### config.mk
export PLATFORM = sky130hd
export DESIGN_NAME = lfd_diag
export DESIGN_NICKNAME = d
export VERILOG_FILES = /design/src/lfd_pkg.sv /design/src/lfd_diag.sv
export SDC_FILE = /design/constraint.sdc
export NUM_CORES = 1
export LEC_CHECK = 0
export BUFFER_PORTS_ARGS = -buffer_cell sky130_fd_sc_hd__buf_4
export CORE_MARGIN = 3
export CORE_UTILIZATION = 47
export CTS_BUF_LIST = sky130_fd_sc_hd__clkbuf_16
export CTS_CLUSTER_DIAMETER = 60
export CTS_CLUSTER_SIZE = 20
export DETAILED_ROUTE_END_ITERATION = 10
export GPL_TIMING_DRIVEN = 0
export PLACE_DENSITY_LB_ADDON = 0.1
export REMOVE_ABC_BUFFERS = 1
export SYNTH_ARGS = -nofsm -noshare
export SYNTH_HDL_FRONTEND = slang
export SYNTH_SLANG_ARGS = --single-unit
### constraint.sdc
create_clock -name core_clk -period 2.3 [get_ports core_clk]
set_input_delay 0 -clock core_clk [delete_from_list [all_inputs] [get_ports core_clk]]
set_output_delay 0 -clock core_clk [all_outputs]
set_load 0.005 [all_outputs]
### src/lfd_pkg.sv
package lfd_pkg;
   localparam logic [2:0]  CODE_PASS       = 3'h3;
   localparam logic [2:0]  CODE_FAIL       = 3'h6;
   localparam logic [2:0]  CODE_RESET      = 3'h0;
   localparam logic [23:0] SHORT_RST       = 24'h00_0000;
   localparam logic [11:0] CMD_ERR_CLEAR   = 12'hA53;
   localparam int          WIN_SHORT_US    = 10;
   localparam int          WIN_LONG_US     = 20;
   localparam int          CLK_MHZ         = 100;
   localparam int          WIN_SHORT_CYC   = WIN_SHORT_US * CLK_MHZ;
   localparam int          WIN_LONG_CYC    = WIN_LONG_US * CLK_MHZ;
   localparam int          EARLY_EDGE      = 9;
   localparam logic [11:0] LATE_EDGE_12    = 12'hFFF;
   localparam logic [11:0] LATE_EDGE_10    = 12'h3FF;
   localparam logic [11:0] LATE_EDGE_8     = 12'h0FF;
   localparam int          STAT_W          = 10;

   typedef enum logic [2:0] {
      LFD_IDLE  = 3'b001,
      LFD_PROBE = 3'b010,
      LFD_DONE  = 3'b100
   } lfd_state_t;

   typedef struct packed {
      logic ref_short;
      logic ref_open;
      logic overheat_warn;
      logic overheat_shut;
   } lfd_analog_t;

   typedef struct packed {
      logic [2:0] short_check_result_code;
      logic [2:0] detector_selftest_code;
      logic       ref_short_flag;
      logic       ref_open_flag;
      logic       overheat_warning_flag;
      logic       overheat_shutdown_flag;
   } lfd_status_t;
endpackage

### src/lfd_diag.sv
// Functional notes
// - Short check runs only on host command, ideally with channels off.
// - No short: result code becomes pass, short register stays zero.
// - Short found: fail code latched, affected output bits set.
// - Short bits 0-7 red, 8-15 green, 16-23 blue outputs.
// - Result code and short register are zero after reset.
// - Failed short check pulls fault pin low until clear with short gone.
// - Window select picks 10 or 20 us; second bit picks probe current.
// - Reference open/short flags reset zero, set on fault, pull pin.
// - Reference fault forces 10 mA current limit while present.
// - Reference flags stay until fault gone and error clear.
// - Warning flag holds until cooled and error clear.
// - Shutdown turns outputs off, sets flag, holds until clear.
// - Digital logic keeps running in shutdown; outputs resume when cooled.
// - Invert markers reset zero, go to one on toggle, results inverted.
// - Early results latch at edge 9, late results at edge N.
// - Self-test code resets zero, pass code when detector fine.
// - Self-test fail sets fail code, pulls pin, holds until clear.
// - Open-drain active-low fault pin; mask resets one, hides LED faults.
// - Clear command code A53h resets removed faults, loads readout.
// - Late edge N is 4095, 1023 or 255 by mode.
`timescale 1ns/1ps
`default_nettype none
module lfd_diag
   import lfd_pkg::*;
#(
   parameter int CH = 24
) (
   // Clock and reset
   input  wire logic              core_clk,
   input  wire logic              rst_n,
   // Command strobes from the serial decoder
   input  wire logic              cmd_valid,
   input  wire logic [11:0]       cmd_code,
   input  wire logic              short_check_cmd,
   input  wire logic              negate_toggle_cmd,
   input  wire logic              selftest_cmd,
   // Function control bits
   input  wire logic              led_fault_pin_mask,
   input  wire logic              short_window_sel,
   input  wire logic              short_probe_current_sel,
   input  wire logic [1:0]        grayscale_mode,
   // Analog monitors
   input  wire lfd_analog_t       analog,
   input  wire logic [CH-1:0]     neighbour_pin_short,
   input  wire logic              selftest_fault,
   input  wire logic              led_fault,
   input  wire logic              pwm_fault,
   // Grayscale clock edge pulse and detector comparators
   input  wire logic              grayscale_clock,
   input  wire logic              cycle_restart,
   input  wire logic [2*CH-1:0]   detect_raw,
   // Results
   output logic [CH-1:0]          adjacent_short_result,
   output lfd_status_t            status_ff,
   output logic                   invert_marker_first,
   output logic                   invert_marker_second,
   output logic [2*CH-1:0]        early_detect_results,
   output logic [2*CH-1:0]        late_detect_results,
   output logic                   readout_load,
   // Output control
   output logic                   outputs_off,
   output logic                   current_limit_10ma,
   output logic                   probe_high_current,
   output logic                   probe_active,
   // Fault pin, open drain
   output logic                   fault_pin_value,
   output logic                   fault_pin_oe
);

   lfd_state_t    state_ff;
   logic [15:0]   win_cnt_ff;
   logic [CH-1:0] short_ff;
   logic [11:0]   gs_cnt_ff;
   logic          inv_ff;
   logic          err_clear;
   logic [11:0]   late_edge;
   logic          pin_pull;
   logic [CH-1:0] short_left;

   assign err_clear = cmd_valid && (cmd_code == CMD_ERR_CLEAR);

   // Bits still shorted now; a clear may only drop the others
   assign short_left = short_ff & neighbour_pin_short;

   always_comb begin
      case (grayscale_mode)
         2'b10:   late_edge = LATE_EDGE_10;
         2'b11:   late_edge = LATE_EDGE_8;
         default: late_edge = LATE_EDGE_12;
      endcase
   end

   // Short check sequencer
   always_ff @(posedge core_clk or negedge rst_n) begin
      if (!rst_n) begin
         state_ff   <= LFD_IDLE;
         win_cnt_ff <= 16'h0000;
         short_ff   <= SHORT_RST;
      end else begin
         case (state_ff)
            LFD_IDLE: begin
               if (short_check_cmd) begin
                  state_ff   <= LFD_PROBE;
                  win_cnt_ff <= short_window_sel ? 16'(WIN_LONG_CYC - 1)
                                                 : 16'(WIN_SHORT_CYC - 1);
                  short_ff   <= SHORT_RST;
               end else if (err_clear) begin
                  short_ff   <= short_left;
               end
            end
            LFD_PROBE: begin
               short_ff <= short_ff | neighbour_pin_short;
               if (win_cnt_ff == 16'h0000) begin
                  state_ff <= LFD_DONE;
               end else begin
                  win_cnt_ff <= win_cnt_ff - 16'h0001;
               end
            end
            LFD_DONE: state_ff <= LFD_IDLE;
            default:  state_ff <= LFD_IDLE;
         endcase
      end
   end

   // Error status flags; a fault present at clear keeps its flag
   always_ff @(posedge core_clk or negedge rst_n) begin
      if (!rst_n) begin
         status_ff <= '0;
      end else begin
         if (state_ff == LFD_DONE) begin
            status_ff.short_check_result_code <= (short_ff != SHORT_RST) ? CODE_FAIL
                                                                         : CODE_PASS;
         end else if (err_clear && status_ff.short_check_result_code == CODE_FAIL
                      && short_left == SHORT_RST) begin
            status_ff.short_check_result_code <= CODE_RESET;
         end
         if (selftest_cmd) begin
            status_ff.detector_selftest_code <= selftest_fault ? CODE_FAIL : CODE_PASS;
         end else if (err_clear && !selftest_fault) begin
            status_ff.detector_selftest_code <= CODE_RESET;
         end
         status_ff.ref_short_flag <= analog.ref_short
                                   | (status_ff.ref_short_flag & ~err_clear);
         status_ff.ref_open_flag <= analog.ref_open
                                  | (status_ff.ref_open_flag & ~err_clear);
         status_ff.overheat_warning_flag <= analog.overheat_warn
                                          | (status_ff.overheat_warning_flag & ~err_clear);
         status_ff.overheat_shutdown_flag <= analog.overheat_shut
                                           | (status_ff.overheat_shutdown_flag & ~err_clear);
      end
   end

   // Grayscale counter and detector latches
   always_ff @(posedge core_clk or negedge rst_n) begin
      if (!rst_n) begin
         gs_cnt_ff            <= 12'h000;
         inv_ff               <= 1'b0;
         early_detect_results <= '0;
         late_detect_results  <= '0;
      end else begin
         if (negate_toggle_cmd) begin
            inv_ff <= 1'b1;
         end
         if (cycle_restart) begin
            gs_cnt_ff <= 12'h000;
         end else if (grayscale_clock) begin
            gs_cnt_ff <= gs_cnt_ff + 12'h001;
            if (gs_cnt_ff + 12'h001 == 12'(EARLY_EDGE)) begin
               early_detect_results <= detect_raw ^ {2*CH{inv_ff}};
            end
            if (gs_cnt_ff + 12'h001 == late_edge) begin
               late_detect_results <= detect_raw ^ {2*CH{inv_ff}};
            end
         end
      end
   end

   assign pin_pull = (status_ff.short_check_result_code == CODE_FAIL)
                   | (status_ff.detector_selftest_code == CODE_FAIL)
                   | status_ff.ref_short_flag | status_ff.ref_open_flag
                   | status_ff.overheat_warning_flag | status_ff.overheat_shutdown_flag
                   | (~led_fault_pin_mask & (led_fault | pwm_fault));

   // Registered outputs
   always_ff @(posedge core_clk or negedge rst_n) begin
      if (!rst_n) begin
         adjacent_short_result <= SHORT_RST;
         invert_marker_first   <= 1'b0;
         invert_marker_second  <= 1'b0;
         readout_load          <= 1'b0;
         outputs_off           <= 1'b0;
         current_limit_10ma    <= 1'b0;
         probe_high_current    <= 1'b0;
         probe_active          <= 1'b0;
         fault_pin_value       <= 1'b0;
         fault_pin_oe          <= 1'b0;
      end else begin
         adjacent_short_result <= short_ff;
         invert_marker_first   <= inv_ff;
         invert_marker_second  <= inv_ff;
         readout_load          <= err_clear;
         outputs_off           <= analog.overheat_shut;
         current_limit_10ma    <= analog.ref_short | analog.ref_open;
         probe_high_current    <= short_probe_current_sel;
         probe_active          <= (state_ff == LFD_PROBE);
         fault_pin_value       <= 1'b0;
         fault_pin_oe          <= pin_pull;
      end
   end

   // Checks
   property p_pass_code;
      @(posedge core_clk) disable iff (!rst_n)
      (state_ff == LFD_DONE && short_ff == SHORT_RST)
         |=> status_ff.short_check_result_code == CODE_PASS;
   endproperty
   a_pass_code: assert property (p_pass_code) else $error("pass code missing");

   property p_fail_code;
      @(posedge core_clk) disable iff (!rst_n)
      (state_ff == LFD_DONE && short_ff != SHORT_RST)
         |=> status_ff.short_check_result_code == CODE_FAIL ##1 fault_pin_oe;
   endproperty
   a_fail_code: assert property (p_fail_code) else $error("fail code or pin");

   property p_only_cmd;
      @(posedge core_clk) disable iff (!rst_n)
      (state_ff == LFD_IDLE && !short_check_cmd) |=> state_ff != LFD_PROBE;
   endproperty
   a_only_cmd: assert property (p_only_cmd) else $error("check without command");

   property p_window;
      @(posedge core_clk) disable iff (!rst_n)
      (state_ff == LFD_IDLE && short_check_cmd && !short_window_sel)
         |=> (state_ff == LFD_PROBE) [*8];
   endproperty
   a_window: assert property (p_window) else $error("window too short");

   property p_ref_limit;
      @(posedge core_clk) disable iff (!rst_n)
      (analog.ref_short || analog.ref_open) |=> current_limit_10ma && status_ff.ref_short_flag | status_ff.ref_open_flag;
   endproperty
   a_ref_limit: assert property (p_ref_limit) else $error("no current limit");

   property p_flag_hold;
      @(posedge core_clk) disable iff (!rst_n)
      (status_ff.overheat_warning_flag && !err_clear) |=> status_ff.overheat_warning_flag;
   endproperty
   a_flag_hold: assert property (p_flag_hold) else $error("warning flag lost");

   property p_shut_off;
      @(posedge core_clk) disable iff (!rst_n)
      analog.overheat_shut |=> outputs_off && status_ff.overheat_shutdown_flag ##1 fault_pin_oe;
   endproperty
   a_shut_off: assert property (p_shut_off) else $error("shutdown not applied");

   property p_markers;
      @(posedge core_clk) disable iff (!rst_n)
      negate_toggle_cmd |=> ##1 (invert_marker_first && invert_marker_second);
   endproperty
   a_markers: assert property (p_markers) else $error("markers not set");

   property p_selftest;
      @(posedge core_clk) disable iff (!rst_n)
      (selftest_cmd && selftest_fault) |=> status_ff.detector_selftest_code == CODE_FAIL ##1 fault_pin_oe;
   endproperty
   a_selftest: assert property (p_selftest) else $error("self-test fail lost");

   property p_mask;
      @(posedge core_clk) disable iff (!rst_n)
      (pin_pull == 1'b0) |=> !fault_pin_oe;
   endproperty
   a_mask: assert property (p_mask) else $error("pin pulled without cause");

   property p_pin_pull;
      @(posedge core_clk) disable iff (!rst_n)
      pin_pull |=> fault_pin_oe && !fault_pin_value;
   endproperty
   a_pin_pull: assert property (p_pin_pull) else $error("pin not pulled low");

   // Checker helper: probe length, measured apart from the window counter
   logic [15:0] probe_len_ff;
   logic        long_win_ff;

   always_ff @(posedge core_clk or negedge rst_n) begin
      if (!rst_n) begin
         probe_len_ff <= 16'h0000;
         long_win_ff  <= 1'b0;
      end else if (state_ff == LFD_IDLE) begin
         probe_len_ff <= 16'h0000;
         long_win_ff  <= short_window_sel;
      end else if (state_ff == LFD_PROBE) begin
         probe_len_ff <= probe_len_ff + 16'h0001;
      end
   end

   property p_window_len;
      @(posedge core_clk) disable iff (!rst_n)
      (state_ff == LFD_DONE)
         |-> probe_len_ff == (long_win_ff ? 16'(WIN_LONG_CYC) : 16'(WIN_SHORT_CYC));
   endproperty
   a_window_len: assert property (p_window_len) else $error("window length wrong");

   property p_short_hold;
      @(posedge core_clk) disable iff (!rst_n)
      (status_ff.short_check_result_code == CODE_FAIL && !err_clear && state_ff != LFD_DONE)
         |=> status_ff.short_check_result_code == CODE_FAIL;
   endproperty
   a_short_hold: assert property (p_short_hold) else $error("fail code lost");

   property p_early_only;
      @(posedge core_clk) disable iff (!rst_n)
      !(grayscale_clock && gs_cnt_ff == 12'(EARLY_EDGE - 1)) |=> $stable(early_detect_results);
   endproperty
   a_early_only: assert property (p_early_only) else $error("early set off its edge");

   property p_late_only;
      @(posedge core_clk) disable iff (!rst_n)
      !(grayscale_clock && gs_cnt_ff == late_edge - 12'h001) |=> $stable(late_detect_results);
   endproperty
   a_late_only: assert property (p_late_only) else $error("late set off its edge");

   property p_limit_release;
      @(posedge core_clk) disable iff (!rst_n)
      !(analog.ref_short || analog.ref_open) |=> !current_limit_10ma;
   endproperty
   a_limit_release: assert property (p_limit_release) else $error("limit kept");

   property p_outputs_resume;
      @(posedge core_clk) disable iff (!rst_n)
      !analog.overheat_shut |=> !outputs_off;
   endproperty
   a_outputs_resume: assert property (p_outputs_resume) else $error("outputs kept off");

   property p_readout;
      @(posedge core_clk) disable iff (!rst_n)
      err_clear |=> readout_load;
   endproperty
   a_readout: assert property (p_readout) else $error("readout not loaded");

   c_short_fail: cover property (@(posedge core_clk) disable iff (!rst_n)
      status_ff.short_check_result_code == CODE_FAIL);
   c_selftest_pass: cover property (@(posedge core_clk) disable iff (!rst_n)
      status_ff.detector_selftest_code == CODE_PASS);
   c_clear: cover property (@(posedge core_clk) disable iff (!rst_n)
      fault_pin_oe ##1 err_clear ##2 !fault_pin_oe);
   c_long_window: cover property (@(posedge core_clk) disable iff (!rst_n)
      state_ff == LFD_DONE && long_win_ff);
endmodule
`default_nettype wire

======== Word level (Yosys, flattened, before mapping) ========
Cells that the tools add are included.
storage, ports and cells
  output and inout port bits .............. 139
  ROM bits ................................ 0
  memory bits (writable) .................. 0
  register bits ........................... 193
  bits in latches ......................... 0
  word-level logic and storage cells ...... 96
  memories ................................ 0
  input bits .............................. 104
operators by class
  equal/unequal tests ..................... 14
  reduce and logical (&&, ||, !) cells .... 17
  mux-type cells .......................... 19
  bitwise gates (word level) .............. 23
  div/mod/pow operators ................... 0
  $mul .................................... 0
  magnitude comparators ................... 0
  shifts and indexed selects .............. 0
  add/sub/neg operators ................... 2
operator list
  kind                                                   number
  two-way mux 24 bit                                     2
  case mux 24 bit (2 select lines)                       1
  XOR 48 bit                                             1
  two-way mux 16 bit                                     2
  case mux 16 bit (2 select lines)                       1
  bitwise AND 24 bit                                     1
  zero test 24 bit                                       1
  two-way mux 12 bit                                     2
  two-way mux 3 bit                                      8
  bitwise OR 24 bit                                      1
  case mux 12 bit (2 select lines)                       1
  nonzero test 24 bit                                    1
  zero test 16 bit                                       1
  subtractor 16 x 1 -> 16 bit (second input constant)    1
  adder 12 x 1 -> 12 bit (second input constant)         1
  equality test 12 bit                                   1
  equality test 12 bit (second input constant)           1
  equality test 12 x 4 -> 1 bit (second input constant)  1
  bitwise OR 1 bit                                       12
  two-way mux 11 bit                                     1
  equality test 3 bit (second input constant)            3
  AND reduction 3 bit                                    3
  nonzero test 2 bit                                     4
  != test 2 bit (second input constant)                  3
  other kinds (10)                                       21

======== Depth between registers and ports, before layout ========
Gate-level depths: netlist (run 1).
  word-level depth ........................ 7
  mapped depth ............................ 10
  mapped depth without buffers ............ 8

======== Worst setup path before layout (run 1) ========
Ideal clock, no wire load.
  kind .................................... register -> register
  start ................................... register gs_cnt_ff[2]
  end ..................................... register early_detect_results[13]
  required time ........................... 2172 ps
  path buffers ............................ 4
  setup time .............................. 128 ps
  period minus slack after synthesis ...... 2463 ps
  path slack .............................. -163 ps
  cell stages (with the launch flop) ...... 11
  arrival ................................. 2335 ps
  path through ............................ dfrtp_1 buf_4 and3_1 buf_4 nand2_2 mux2_1 o32a_1 nor4_4 buf_6 buf_8 mux2_1
between the ends
  longest elaborated chain between the ends .. 3
ends and longest elaborated chain
  element                        line             text
  start, declared                lfd_diag.sv:74   logic [11:0] gs_cnt_ff;
  start signal, assigned         lfd_diag.sv:168  gs_cnt_ff <= gs_cnt_ff + 12'h001;
  adder 12 x 1 -> 12 bit         lfd_diag.sv:169  if (gs_cnt_ff + 12'h001 == 12'(EARLY_EDGE)) begin
  equality test 12 x 4 -> 1 bit  lfd_diag.sv:169
  AND reduction 3 bit (no line)  -
  end signal, assigned           lfd_diag.sv:170  early_detect_results <= detect_raw ^ {2*CH{inv_ff}};
  end, declared                  lfd_diag.sv:58   output logic [2*CH-1:0] early_detect_results,
No other way between the ends.
A chain may end at the register's enable or synchronous reset.

======== Final worst setup path (run 1) ========
  start ................................... register gs_cnt_ff[1]
  end ..................................... register late_detect_results[17]
between the ends
  longest elaborated chain between the ends .. 3
ends and longest elaborated chain
  element                        line             text
  adder 12 x 1 -> 12 bit         lfd_diag.sv:172  if (gs_cnt_ff + 12'h001 == late_edge) begin
  equality test 12 bit           lfd_diag.sv:172
  AND reduction 3 bit (no line)  -
  end signal, assigned           lfd_diag.sv:173  late_detect_results <= detect_raw ^ {2*CH{inv_ff}};
  end, declared                  lfd_diag.sv:59   output logic [2*CH-1:0] late_detect_results,
No other way between the ends.

==> metrics.txt, run 1 <==
cells after synthesis=681; RR Startpoint=gs_cnt_ff[1]; reg2reg setup slack=-260 ps; DP HPWL=16,300 µm; port bufs=241; Max clock buf depth=2; syn avg cell area=12.5 µm²; Slew Limit Fails=0; Max-slew headroom=54.0%; mapped cell area=8510 µm²; layout cells sized above 1=47.2%; power per cell area=706 nW/µm²; Final Hold Vio Count=0; CP Class=reg -> reg; initial antenna violation count=1; die area=19,800 µm²; Critical Path End=late_detect_results[17]; Hold Slack=19.1 ps; met2 wire len=12,600 µm; final wirelength=25,400 µm; initial core utilization=48.5%; Max H-tree Level=4; Critical Path, Cell by Cell=and3_4 -> xnor2_2 -> nor3b_2 -> nand4_1 -> a2111oi_4 -> buf_6 -> buf_12 -> buf_8 -> mux2_4; crit share post-route=111%; Gate power share=20.7%; critical path fanouts, max=7; Worst Hold Class=in -> reg; max_cap viols=0; ANT nets after route=0; Met1 Wirelength=10,700 µm; total gr overflow=0; Seq/Total Area, Yosys=56.7%; r2r endpoint=late_detect_results[17]; wire per inst=20.5 µm; Area Growth Syn to Fin=50.1%; outcome=complete, but fails checks; clock-pin slew on the worst setup and hold paths=70 ps; startpoint types=register; RSZ-0062 raised after global routing=yes; Setup crit start=gs_cnt_ff[1]; vias in the first global route=7,046; cell at the root of the clock tree=clkbuf_16; Via-to-Cell Ratio=5.52; CP peak stage delay=450 ps; Pleak=6.04 nW; sw power=2.45 mW; pre-CTS setup slack=-1160 ps; clock network power share=33.6%; Critical Path AT=2870 ps; Sequential Power Share=45.7%; Sw Share=27.2%; Crit-path slowest cell=dfrtp_2; CTS buffer count=17; Initial DRT Pass Iterations=5; via count=6,857; Post-synth EDFFs=0; row cnt=48; DR top layer=met4; commonest non-fill, non-tap cell in the layout=buf_4; Ports=243; prevailing post-synth register cell=dfrtp_1; first-pass GRT wire length=39,500 µm; largest net degree at the start of global routing=110; Final nets=1,116; worst slew pin tran=690 ps; Placeable Area=17,500 µm²; CTS tree=done; Netlist cell types=66; crit end category=register; VDD IR-drop max=0.000576 V; Final min period=2560 ps; clk_lat worst skew=430 ps; post-route worst setup slack=-264 ps; fraction of registers with async set/reset=100%; most frequent cells in the layout=273 x buf_4, 181 x dfrtp_1, 94 x mux2_4, 60 x xor2_1, 46 x nor2_1; DRC viols=0; flops & latches, synth=193; DIE HEIGHT=141 µm; Fin Clk Skew=11.0 ps; Internal Pwr Total=6.56 mW; routed wl met3=1500 µm; RD Place Congestion=0.897; Setup violations, final=96; global-route usage over all layers=25.2%; violated checks=setup timing; Critical Path RT=2610 ps; Initial DRC Count=377; Yosys Warn Count=0; Sink Count=193; Max Fclk=390 MHz; Die W=141 µm; worst-case reg-to-reg path depth=9
[flip-flops by register name, indices dropped and copies added (netlist names), 3 cells and up]
register / count
adjacent_short_result: 24
early_detect_results: 48
gs_cnt_ff: 12
late_detect_results: 48
short_ff: 24
state_ff: 3
status_ff: 10
win_cnt_ff: 16
[worst min path at each step]
stage	start	endpoint	slack, ps	depth (start not counted)
6_report	detect_raw[32]	late_detect_results[32]	20	3
5_1_grt	detect_raw[36]	early_detect_results[36]	10	3
4_1_cts	detect_raw[19]	late_detect_results[19]	2	3
3_5_place_dp	rst_n	late_detect_results[19]	40	1
3_3_place_gp	short_probe_current_sel	probe_high_current	110	1
2_1_floorplan	rst_n	adjacent_short_result[0]	-300	0
[timing repair]
action                                 CTS  global route
hold buffers                            41             0
buffers inserted                        31            15
setup endpoints to repair              135           134
pin swaps                               13            14
gates resized for setup                126            46
endpoints found under the hold margin  137             0
gates cloned                             7             1
[metrics by stage]
step           utilization [%]  area, µm²  TNS, ps  instances  total power, mW
6_report                  72.9      12800   -16740       1243             9.01
2_1_floorplan                -       8290  -125550        642             4.79
3_5_place_dp              60.2      10600   -87010       1119             5.72
5_1_grt                   72.9      12800   -25400       1243             9.43
4_1_cts                   71.0      12500   -15950       1227             8.95
3_3_place_gp              59.2      10400  -271660       1108             5.63
[Yosys cell counts, types with 2 or more instances]
master,n,area (µm²)
a21o_1,6,45.0
a21oi_1,14,70.1
a221oi_1,2,17.5
a22o_1,26,228
a22oi_1,8,60.1
a32o_1,2,20.0
and2_1,2,12.5
and3_1,3,18.8
and4_1,2,17.5
buf_1,2,7.51
buf_2,5,25.0
buf_4,7,52.6
buf_6,3,33.8
buf_8,2,30.0
clkbuf_1,20,75.1
dfrtp_1,192,4800
ha_1,5,62.6
inv_1,9,33.8
mux2_1,25,282
mux2_2,72,811
mux2i_1,4,40.0
nand2_1,24,90.1
nand2b_1,3,18.8
nand3_1,8,40.0
nand4_1,9,56.3
nor2_1,49,184
nor3_1,10,50.1
nor3_2,2,20.0
nor3b_1,4,30.0
nor4_1,12,75.1
nor4bb_1,2,20.0
o211ai_1,2,15.0
o21a_1,2,15.0
o21ai_0,31,155
o22a_1,2,17.5
o22ai_1,2,12.5
o31ai_1,2,15.0
or2_2,2,12.5
or3_1,8,50.1
or4_1,4,30.0
xnor2_1,8,70.1
xor2_1,60,526
[final cells by class]
class	instances	area (µm²)
Antenna cell	1	2.50
Sequential cell	193	4840
Timing Repair Buffer	344	3010
Multi-Input combinational cell	441	4000
Fill cell	1157	4760
Clock buffer	17	425
Tap cell	225	282
Clock inverter	12	169
Inverter	9	37.5
Timing Repair inverter	1	7.51
[per-layer routing]
metal | track usage [%] | vias up
li1 | - | 3078
met1 | 33.4 | 3450
met2 | 42.1 | 282
met3 | 4.68 | 47
met4 | 8.52 | 0
met5 | 0 | -
[critical path, delay by kind of cell (launching register included)]
family,cells,cell delay [ps]
buffers and inverters,3,460
AO/OA/AOI/OAI,1,420
multiplexers,1,310
AND/OR/NAND/NOR,3,690
XOR/XNOR,1,140
flip-flops,1,450
[power by group through the flow]
stage / clock (mW) / combinational [mW] / sequential [mW]
after global placement: 0 / 1.49 / 4.14
final: 3.03 / 1.87 / 4.12
after global routing: 3.23 / 2.04 / 4.16
after detailed placement: 0 / 1.57 / 4.16
after CTS: 3.08 / 1.76 / 4.10
after floorplan: 0 / 0.685 / 4.10
[kinds of logic after synthesis]
family / share of synthesized area (%)
compound gates: 9.47
buf+inv: 3.03
flops: 56.7
mux: 13.3
simple gates: 9.69
xor+xnor: 7.00
other cells: 0.0440
fa+ha+maj: 0.735
Note: power is estimated with default switching activity, not from simulation.
==> run 2, diff against run 1 <==
Settings changed: CELL_PAD_IN_SITES_DETAIL_PLACEMENT from default to 1, CELL_PAD_IN_SITES_GLOBAL_PLACEMENT from default to 2, CORE_UTILIZATION 47 to 30, SETUP_SLACK_MARGIN from default to 0.02.
==> run 2 against run 1 <==
  * The run still ends with setup timing left
  * Cell area increased by 5.9%
  * Maximum frequency about the same
  * Total power increased by 0.23%
  * Worst hold slack got worse by 13 ps
  * Clock skew increased by 14 ps
  * Via count increased by 1.2%
  * Critical path type unchanged
  * Largest cell class unchanged
  * Flip-flop and latch count unchanged
  * Worst setup slack improved by 0.59 ps
  * Critical path depth increased by 2
  * Final cell count increased by 17%
==> metrics.txt, run 2 (synthesis gave the netlist of run 1 again) <==
DP HPWL=18,500 µm (was 16,300 µm); RD Place Congestion=0.781 (was 0.897); CTS buffer count=17 (unchanged); met1 Resource Use GR=23.2% (was 33.4%); # placed instances=1,272 (was 1,119); met2 Resource Use GR=32.9% (was 42.1%); port bufs=241 (unchanged); max_cap viols=0 (unchanged); outcome=complete, but fails checks (unchanged); via count=6,937 (was 6,857); Via-to-Cell Ratio=4.78 (was 5.52); layout cells sized above 1=48.2% (was 47.2%); Max-slew headroom=39.1% (was 54.0%); crit share post-route=111% (about the same); post-route worst setup slack=-263 ps (was -264 ps); final wirelength=29,000 µm (was 25,400 µm); Max Fclk=390 MHz (about the same); Inserted Diodes=0 (was 1); clk_lat worst skew=450 ps (was 430 ps); Final nets=1,171 (was 1,116); violated checks=setup timing (unchanged); clock-pin slew on the worst setup and hold paths=70 ps (about the same); Worst Hold Class=in -> reg (unchanged); vias in the first global route=7,760 (was 7,046); total gr overflow=0 (unchanged); critical path fanouts, max=6 (was 7); Final Hold Vio Count=0 (unchanged); CTS tree=done (unchanged); RSZ-0062 raised after global routing=yes (unchanged); global-route usage over all layers=18.5% (was 25.2%); VDD IR-drop max=0.000361 V (was 0.000576 V); CP Class=reg -> reg (unchanged); commonest non-fill, non-tap cell in the layout=buf_4 (unchanged); Initial DRT Pass Iterations=4 (was 5); Pleak=6.29 nW (was 6.04 nW); Area Growth Syn to Fin=59.0% (was 50.1%); ANT nets after route=0 (unchanged); Tot Pwr=9.04 mW (was 9.01 mW); non-filler instance count after layout=1,452 (was 1,243); met3 Track Usage GR=3.76% (was 4.68%); Slew Limit Fails=0 (unchanged); Placeable Area=27,900 µm² (was 17,500 µm²); Fin Clk Skew=25.1 ps (was 11.0 ps); initial antenna violation count=0 (was 1); row cnt=61 (was 48); Final min period=2560 ps (about the same); Max clock buf depth=2 (unchanged); Register Area=4850 µm² (was 4840 µm²); Critical Path AT=2880 ps (was 2870 ps); Die W=174 µm (was 141 µm); Critical Path RT=2620 ps (was 2610 ps); fillcell total=2,901 (was 1,157); worst slew pin tran=913 ps (was 690 ps); wire per inst=20.0 µm (was 20.5 µm); crit end category=register (unchanged); Ports=243 (unchanged); die area=30,400 µm² (was 19,800 µm²); reg2reg setup slack=-260 ps (about the same); Setup violations, final=96 (unchanged); largest net degree at the start of global routing=111 (was 110); Initial DRC Count=270 (was 377); most frequent cells in the layout=290 x buf_4, 180 x dfrtp_1, 97 x mux2_4, 72 x dlygate4sd3_1, 59 x xor2_1 (was 273 x buf_4, 181 x dfrtp_1, 94 x mux2_4, 60 x xor2_1, 46 x nor2_1); power per cell area=668 nW/µm² (was 706 nW/µm²); Sink Count=193 (unchanged); Multi-input gate area=4040 µm² (was 4000 µm²); initial core utilization=30.6% (was 48.5%); startpoint types=register (unchanged); cell at the root of the clock tree=clkbuf_16 (unchanged); Largest regs=early_detect_results x48, late_detect_results x48 (unchanged); DIE HEIGHT=174 µm (was 141 µm); Top Usage Layer GRT=met2 (unchanged); first-pass GRT wire length=44,800 µm (was 39,500 µm); DRC viols=0 (unchanged); Max H-tree Level=4 (unchanged)
==> run 2: changes by cell type in the layout (fill, tap and decap cells not counted), moves of 4 or more <==
cell / change
dlygate4sd3_1: +31
buf_4: +17
buf_12: +6
buf_16: -4
buf_8: +4
bufinv_16: -4
inv_8: +4
==> run 2: final cells by class <==
cell class,instances,area share (%)
Sequential cell,193,35.8
Tap cell,378,3.49
Clock buffer,17,3.14
Multi-Input combinational cell,440,29.9
Timing Repair inverter,1,0.0555
Clock inverter,14,1.07
Inverter,9,0.277
Timing Repair Buffer,400,26.3
==> run 2: path summary, 6_finish.rpt <==
check / from / to / depth (start not counted)
min in group asynchronous: rst_n / early_detect_results[3] / 2
max in group asynchronous: rst_n / win_cnt_ff[10] / 3
worst max-delay path: gs_cnt_ff[0] / late_detect_results[41] / 11
worst max register to register: gs_cnt_ff[0] / late_detect_results[41] / 11
worst min register to register: short_ff[7] / adjacent_short_result[7] / 0
worst min-delay path: led_fault_pin_mask / fault_pin_oe / 3
==> run 2: stage by stage <==
stage                     setup TNS, ps  worst slack (ps)  instance area (µm²)  util, %  hold WS [ps]
final                            -18980              -263                13500     48.6          6.15
after global routing             -31440              -405                13500     48.6          10.0
after CTS                        -17640              -271                13200     47.5         0.467
after detailed placement         -77180              -934                10700     38.6          40.1
after global placement          -317440             -2730                10600     37.9           110
after floorplan                 -125550             -1310                 8290        -          -296
==> run 2: routing by layer <==
layer | routed length [µm] | share of wire [%]
met1 | 12500 | 43
met3 | 1230 | 4.3
met4 | 431 | 1.5
met5 | 0 | 0
met2 | 14800 | 51
==> run 2: power breakdown <==
| group | switching (mW) | leakage [nW] | internal (mW) | total [mW] |
|---|---|---|---|---|
| clock | 1.48 | 0.274 | 1.44 | 2.92 |
| combinational | 0.960 | 3.47 | 1.03 | 1.99 |
| sequential | 0.320 | 2.54 | 3.80 | 4.12 |
| total | 2.76 | 6.29 | 6.28 | 9.04 |
==> run 2: repair_timing <==
action,4_1_cts,5_1_grt
hold endpoints to repair,190,0
gates resized for setup,154,45
hold buffers,72,0
setup endpoints to repair,136,120
cloned,3,2
pin swaps,14,23
setup buffers,56,24
==> run 2: worst max-delay path, cell delays in order, from the launching register on <==
cell       delay, ps
dfrtp_2          440
buf_4            150
inv_2             70
ha_4             120
nand2_2           50
nor4_2           300
nand4_1          180
a2111oi_4        380
buf_8            170
buf_8            130
clkbuf_16        160
mux2_4           300
==> run 3, diff against run 2 <==
Settings changed: ABC_AREA from default to 1, CORE_UTILIZATION 30 to 28.
==> run 3 against run 2 <==
  * The flow now finishes without violations
  * Critical path depth grew 3
  * Synthesized cell count grew 53%
  * Worst hold slack gained 57 ps
  * Cell area shrank 1.1%
  * Critical endpoint is now early_detect_results[25]
==> metrics.txt, run 3 <==
Final min period=2120 ps (was 2560 ps); Largest regs=early_detect_results x48, late_detect_results x48 (unchanged); total gr overflow=0 (unchanged); wire per inst=18.8 µm (was 20.0 µm); Critical Path RT=2690 ps (was 2620 ps); min-delay src=short_window_sel (was led_fault_pin_mask); fraction of registers with async set/reset=100% (unchanged); Seq/Total Area, Yosys=54.2% (was 56.7%); mapped cell area=8920 µm² (was 8510 µm²); crit share post-route=92.0% (was 111%); max_cap viols=0 (unchanged); Max H-tree Level=4 (unchanged); worst-case reg-to-reg path depth=14 (was 11); Pleak=6.75 nW (was 6.29 nW); final wirelength=33,800 µm (was 29,000 µm); outcome=finished clean (was complete, but fails checks); VDD IR-drop max=0.000482 V (was 0.000361 V); Yosys Warn Count=0 (unchanged); cells after synthesis=1,043 (was 681); Initial DRT Pass Iterations=4 (unchanged); Slew Limit Fails=0 (unchanged); syn avg cell area=8.55 µm² (was 12.5 µm²); most instantiated cells after synthesis=366 x nand2_1, 192 x dfrtp_1, 143 x nand3_1 (was 192 x dfrtp_1, 72 x mux2_2, 60 x xor2_1); global-route usage over all layers=19.7% (was 18.5%); Tot Pwr=10.2 mW (was 9.04 mW); Post-Route Utilization=43.2% (was 48.6%); Area after DPL=11,200 µm² (was 10,700 µm²); startpoint types=register (unchanged); Final nets=1,498 (was 1,171); ANT nets after route=0 (unchanged); top-count cell post-synth=nand2_1 (was dfrtp_1); RSZ-0062 raised after global routing=no (was yes); first-pass GRT wire length=51,800 µm (was 44,800 µm); Fin Clk Skew=10.6 ps (was 25.1 ps); flops & latches, synth=193 (unchanged); Synth area leader=dfrtp_1 (unchanged); Critical Path AT=2500 ps (was 2880 ps); cell at the root of the clock tree=clkbuf_16 (unchanged); Setup violations, final=0 (was 96); reg2reg setup slack=180 ps (was -260 ps); port bufs=241 (unchanged); Max-slew headroom=59.5% (was 39.1%); row cnt=64 (was 61); Area Growth Syn to Fin=50.1% (was 59.0%); Placeable Area=31,000 µm² (was 27,900 µm²); r2r endpoint=early_detect_results[25] (was late_detect_results[41]); RR Startpoint=gs_cnt_ff[1] (was gs_cnt_ff[0]); layout cells sized above 1=25.8% (was 48.2%); Post-synth EDFFs=0 (unchanged); Hold Slack=63.1 ps (was 6.15 ps); Hold Path Sink=win_cnt_ff[10] (was fault_pin_oe); commonest non-fill, non-tap cell in the layout=nand2_1 (was buf_4); DP HPWL=20,500 µm (was 18,500 µm); DIE HEIGHT=184 µm (was 174 µm); Initial DRC Count=256 (was 270); Max Fclk=473 MHz (was 390 MHz); initial core utilization=28.8% (was 30.6%); DRC viols=0 (unchanged); via count=8,520 (was 6,937); worst slew pin tran=606 ps (was 913 ps); area share of the largest cell type after synthesis=53.9% (was 56.4%); Max clock buf depth=2 (unchanged); most frequent cells in the layout=354 x nand2_1, 266 x buf_4, 188 x dfrtp_1, 140 x nand3_1, 92 x dlygate4sd3_1 (was 290 x buf_4, 180 x dfrtp_1, 97 x mux2_4, 72 x dlygate4sd3_1, 59 x xor2_1); Hold Crit Depth=3 (unchanged); vias in the first global route=9,026 (was 7,760); Die W=184 µm (was 174 µm); largest net degree at the start of global routing=67 (was 111); Via-to-Cell Ratio=4.73 (was 4.78); pre-CTS setup slack=-1610 ps (was -934 ps); Final Hold Vio Count=0 (unchanged); clk_lat worst skew=450 ps (about the same); Sink Count=193 (unchanged); Worst Hold Class=in -> reg (unchanged); critical path fanouts, max=14 (was 6); RD Place Congestion=0.752 (was 0.781); post-route worst setup slack=185 ps (was -263 ps); Netlist cell types=35 (was 66); initial antenna violation count=2 (was 0); crit end category=register (unchanged); CTS buffer count=17 (unchanged); CP Class=reg -> reg (unchanged); Ports=243 (unchanged); power per cell area=759 nW/µm² (was 668 nW/µm²); die area=34,000 µm² (was 30,400 µm²); clock-pin slew on the worst setup and hold paths=70 ps (about the same); prevailing post-synth register cell=dfrtp_1 (unchanged); top cells by area, synth=dfrtp_1 54%, nand2_1 15%, nand3_1 8.0% (was dfrtp_1 56%, mux2_2 9.5%, xor2_1 6.2%); CTS tree=done (unchanged); fin area=13,400 µm² (was 13,500 µm²)
run 3: power breakdown:
part,switching (mW),internal (mW)
Sequential,0.462,3.93
Clock,1.42,1.93
Combinational,1.37,1.05
Total,3.25,6.91
run 3: stage by stage:
stage,TNS (ps),cells
after global placement,-607690,1623
after detailed placement,-152060,1634
after CTS,0,1783
after floorplan,-183110,986
after global routing,0,1800
final,0,1800
run 3: logic make-up (layout without fill, tap and decap cells):
family / Yosys count / count (layout) / synth area share [%]
other: 1 / 3 / 0.0420
adder cells (fa/ha/maj): 5 / 5 / 0.701
buffers and inverters: 101 / 454 / 5.09
flip-flops: 193 / 193 / 54.2
AND/OR/NAND/NOR: 597 / 603 / 28.3
XOR/XNOR: 57 / 57 / 5.60
AO/OA/AOI/OAI: 89 / 89 / 6.10
run 3: area by class of cell:
cell class / instances / area [µm²]
fillers: 3602 / 17600
flip-flops and latches: 193 / 4840
multi-input cells: 755 / 3890
repair buffers: 376 / 3320
well taps: 396 / 495
clock buffers: 17 / 425
clock inverters: 15 / 214
inverters: 44 / 183
repair inverters: 2 / 17.5
diodes: 2 / 5.00
run 3: how the worst max path moves through the flow:
stage / cells past startpoint / startpoint / to
after detailed placement: 6 / state_ff[2] / short_ff[17]
after global routing: 13 / gs_cnt_ff[1] / early_detect_results[23]
after floorplan: 6 / state_ff[2] / short_ff[0]
after global placement: 6 / state_ff[2] / short_ff[3]
after CTS: 14 / gs_cnt_ff[0] / early_detect_results[26]
final: 14 / gs_cnt_ff[1] / early_detect_results[25]
run 3: timing repair:
item	4_1_cts	5_1_grt
hold buffers	92	0
endpoints found under the hold margin	219	0
buffers inserted	16	12
pin swaps	11	10
gates resized for setup	31	26
endpoints found under the setup margin	134	102
gates cloned	9	3
run 3: per-layer routing:
metal  part of all wire, %  GRT usage (%)  up-vias
met5                     0              0        -
li1                      -              -     4106
met4                   1.5           4.99        0
met1                    45           25.8     4201
met3                   5.1           3.75       29
met2                    49           33.5      184
run 3: worst max-delay path, cell delays in order (launching register included):
cell and delay, ps:
dfrtp_1 380, buf_4 150, ha_4 160, nand2_4 90, inv_2 60, nand3_1 60
nand2_1 80, inv_2 60, nand4_1 120, nor2_4 160, clkbuf_16 160, buf_12 140
bufbuf_16 290, nand3_1 70, nand2_1 80
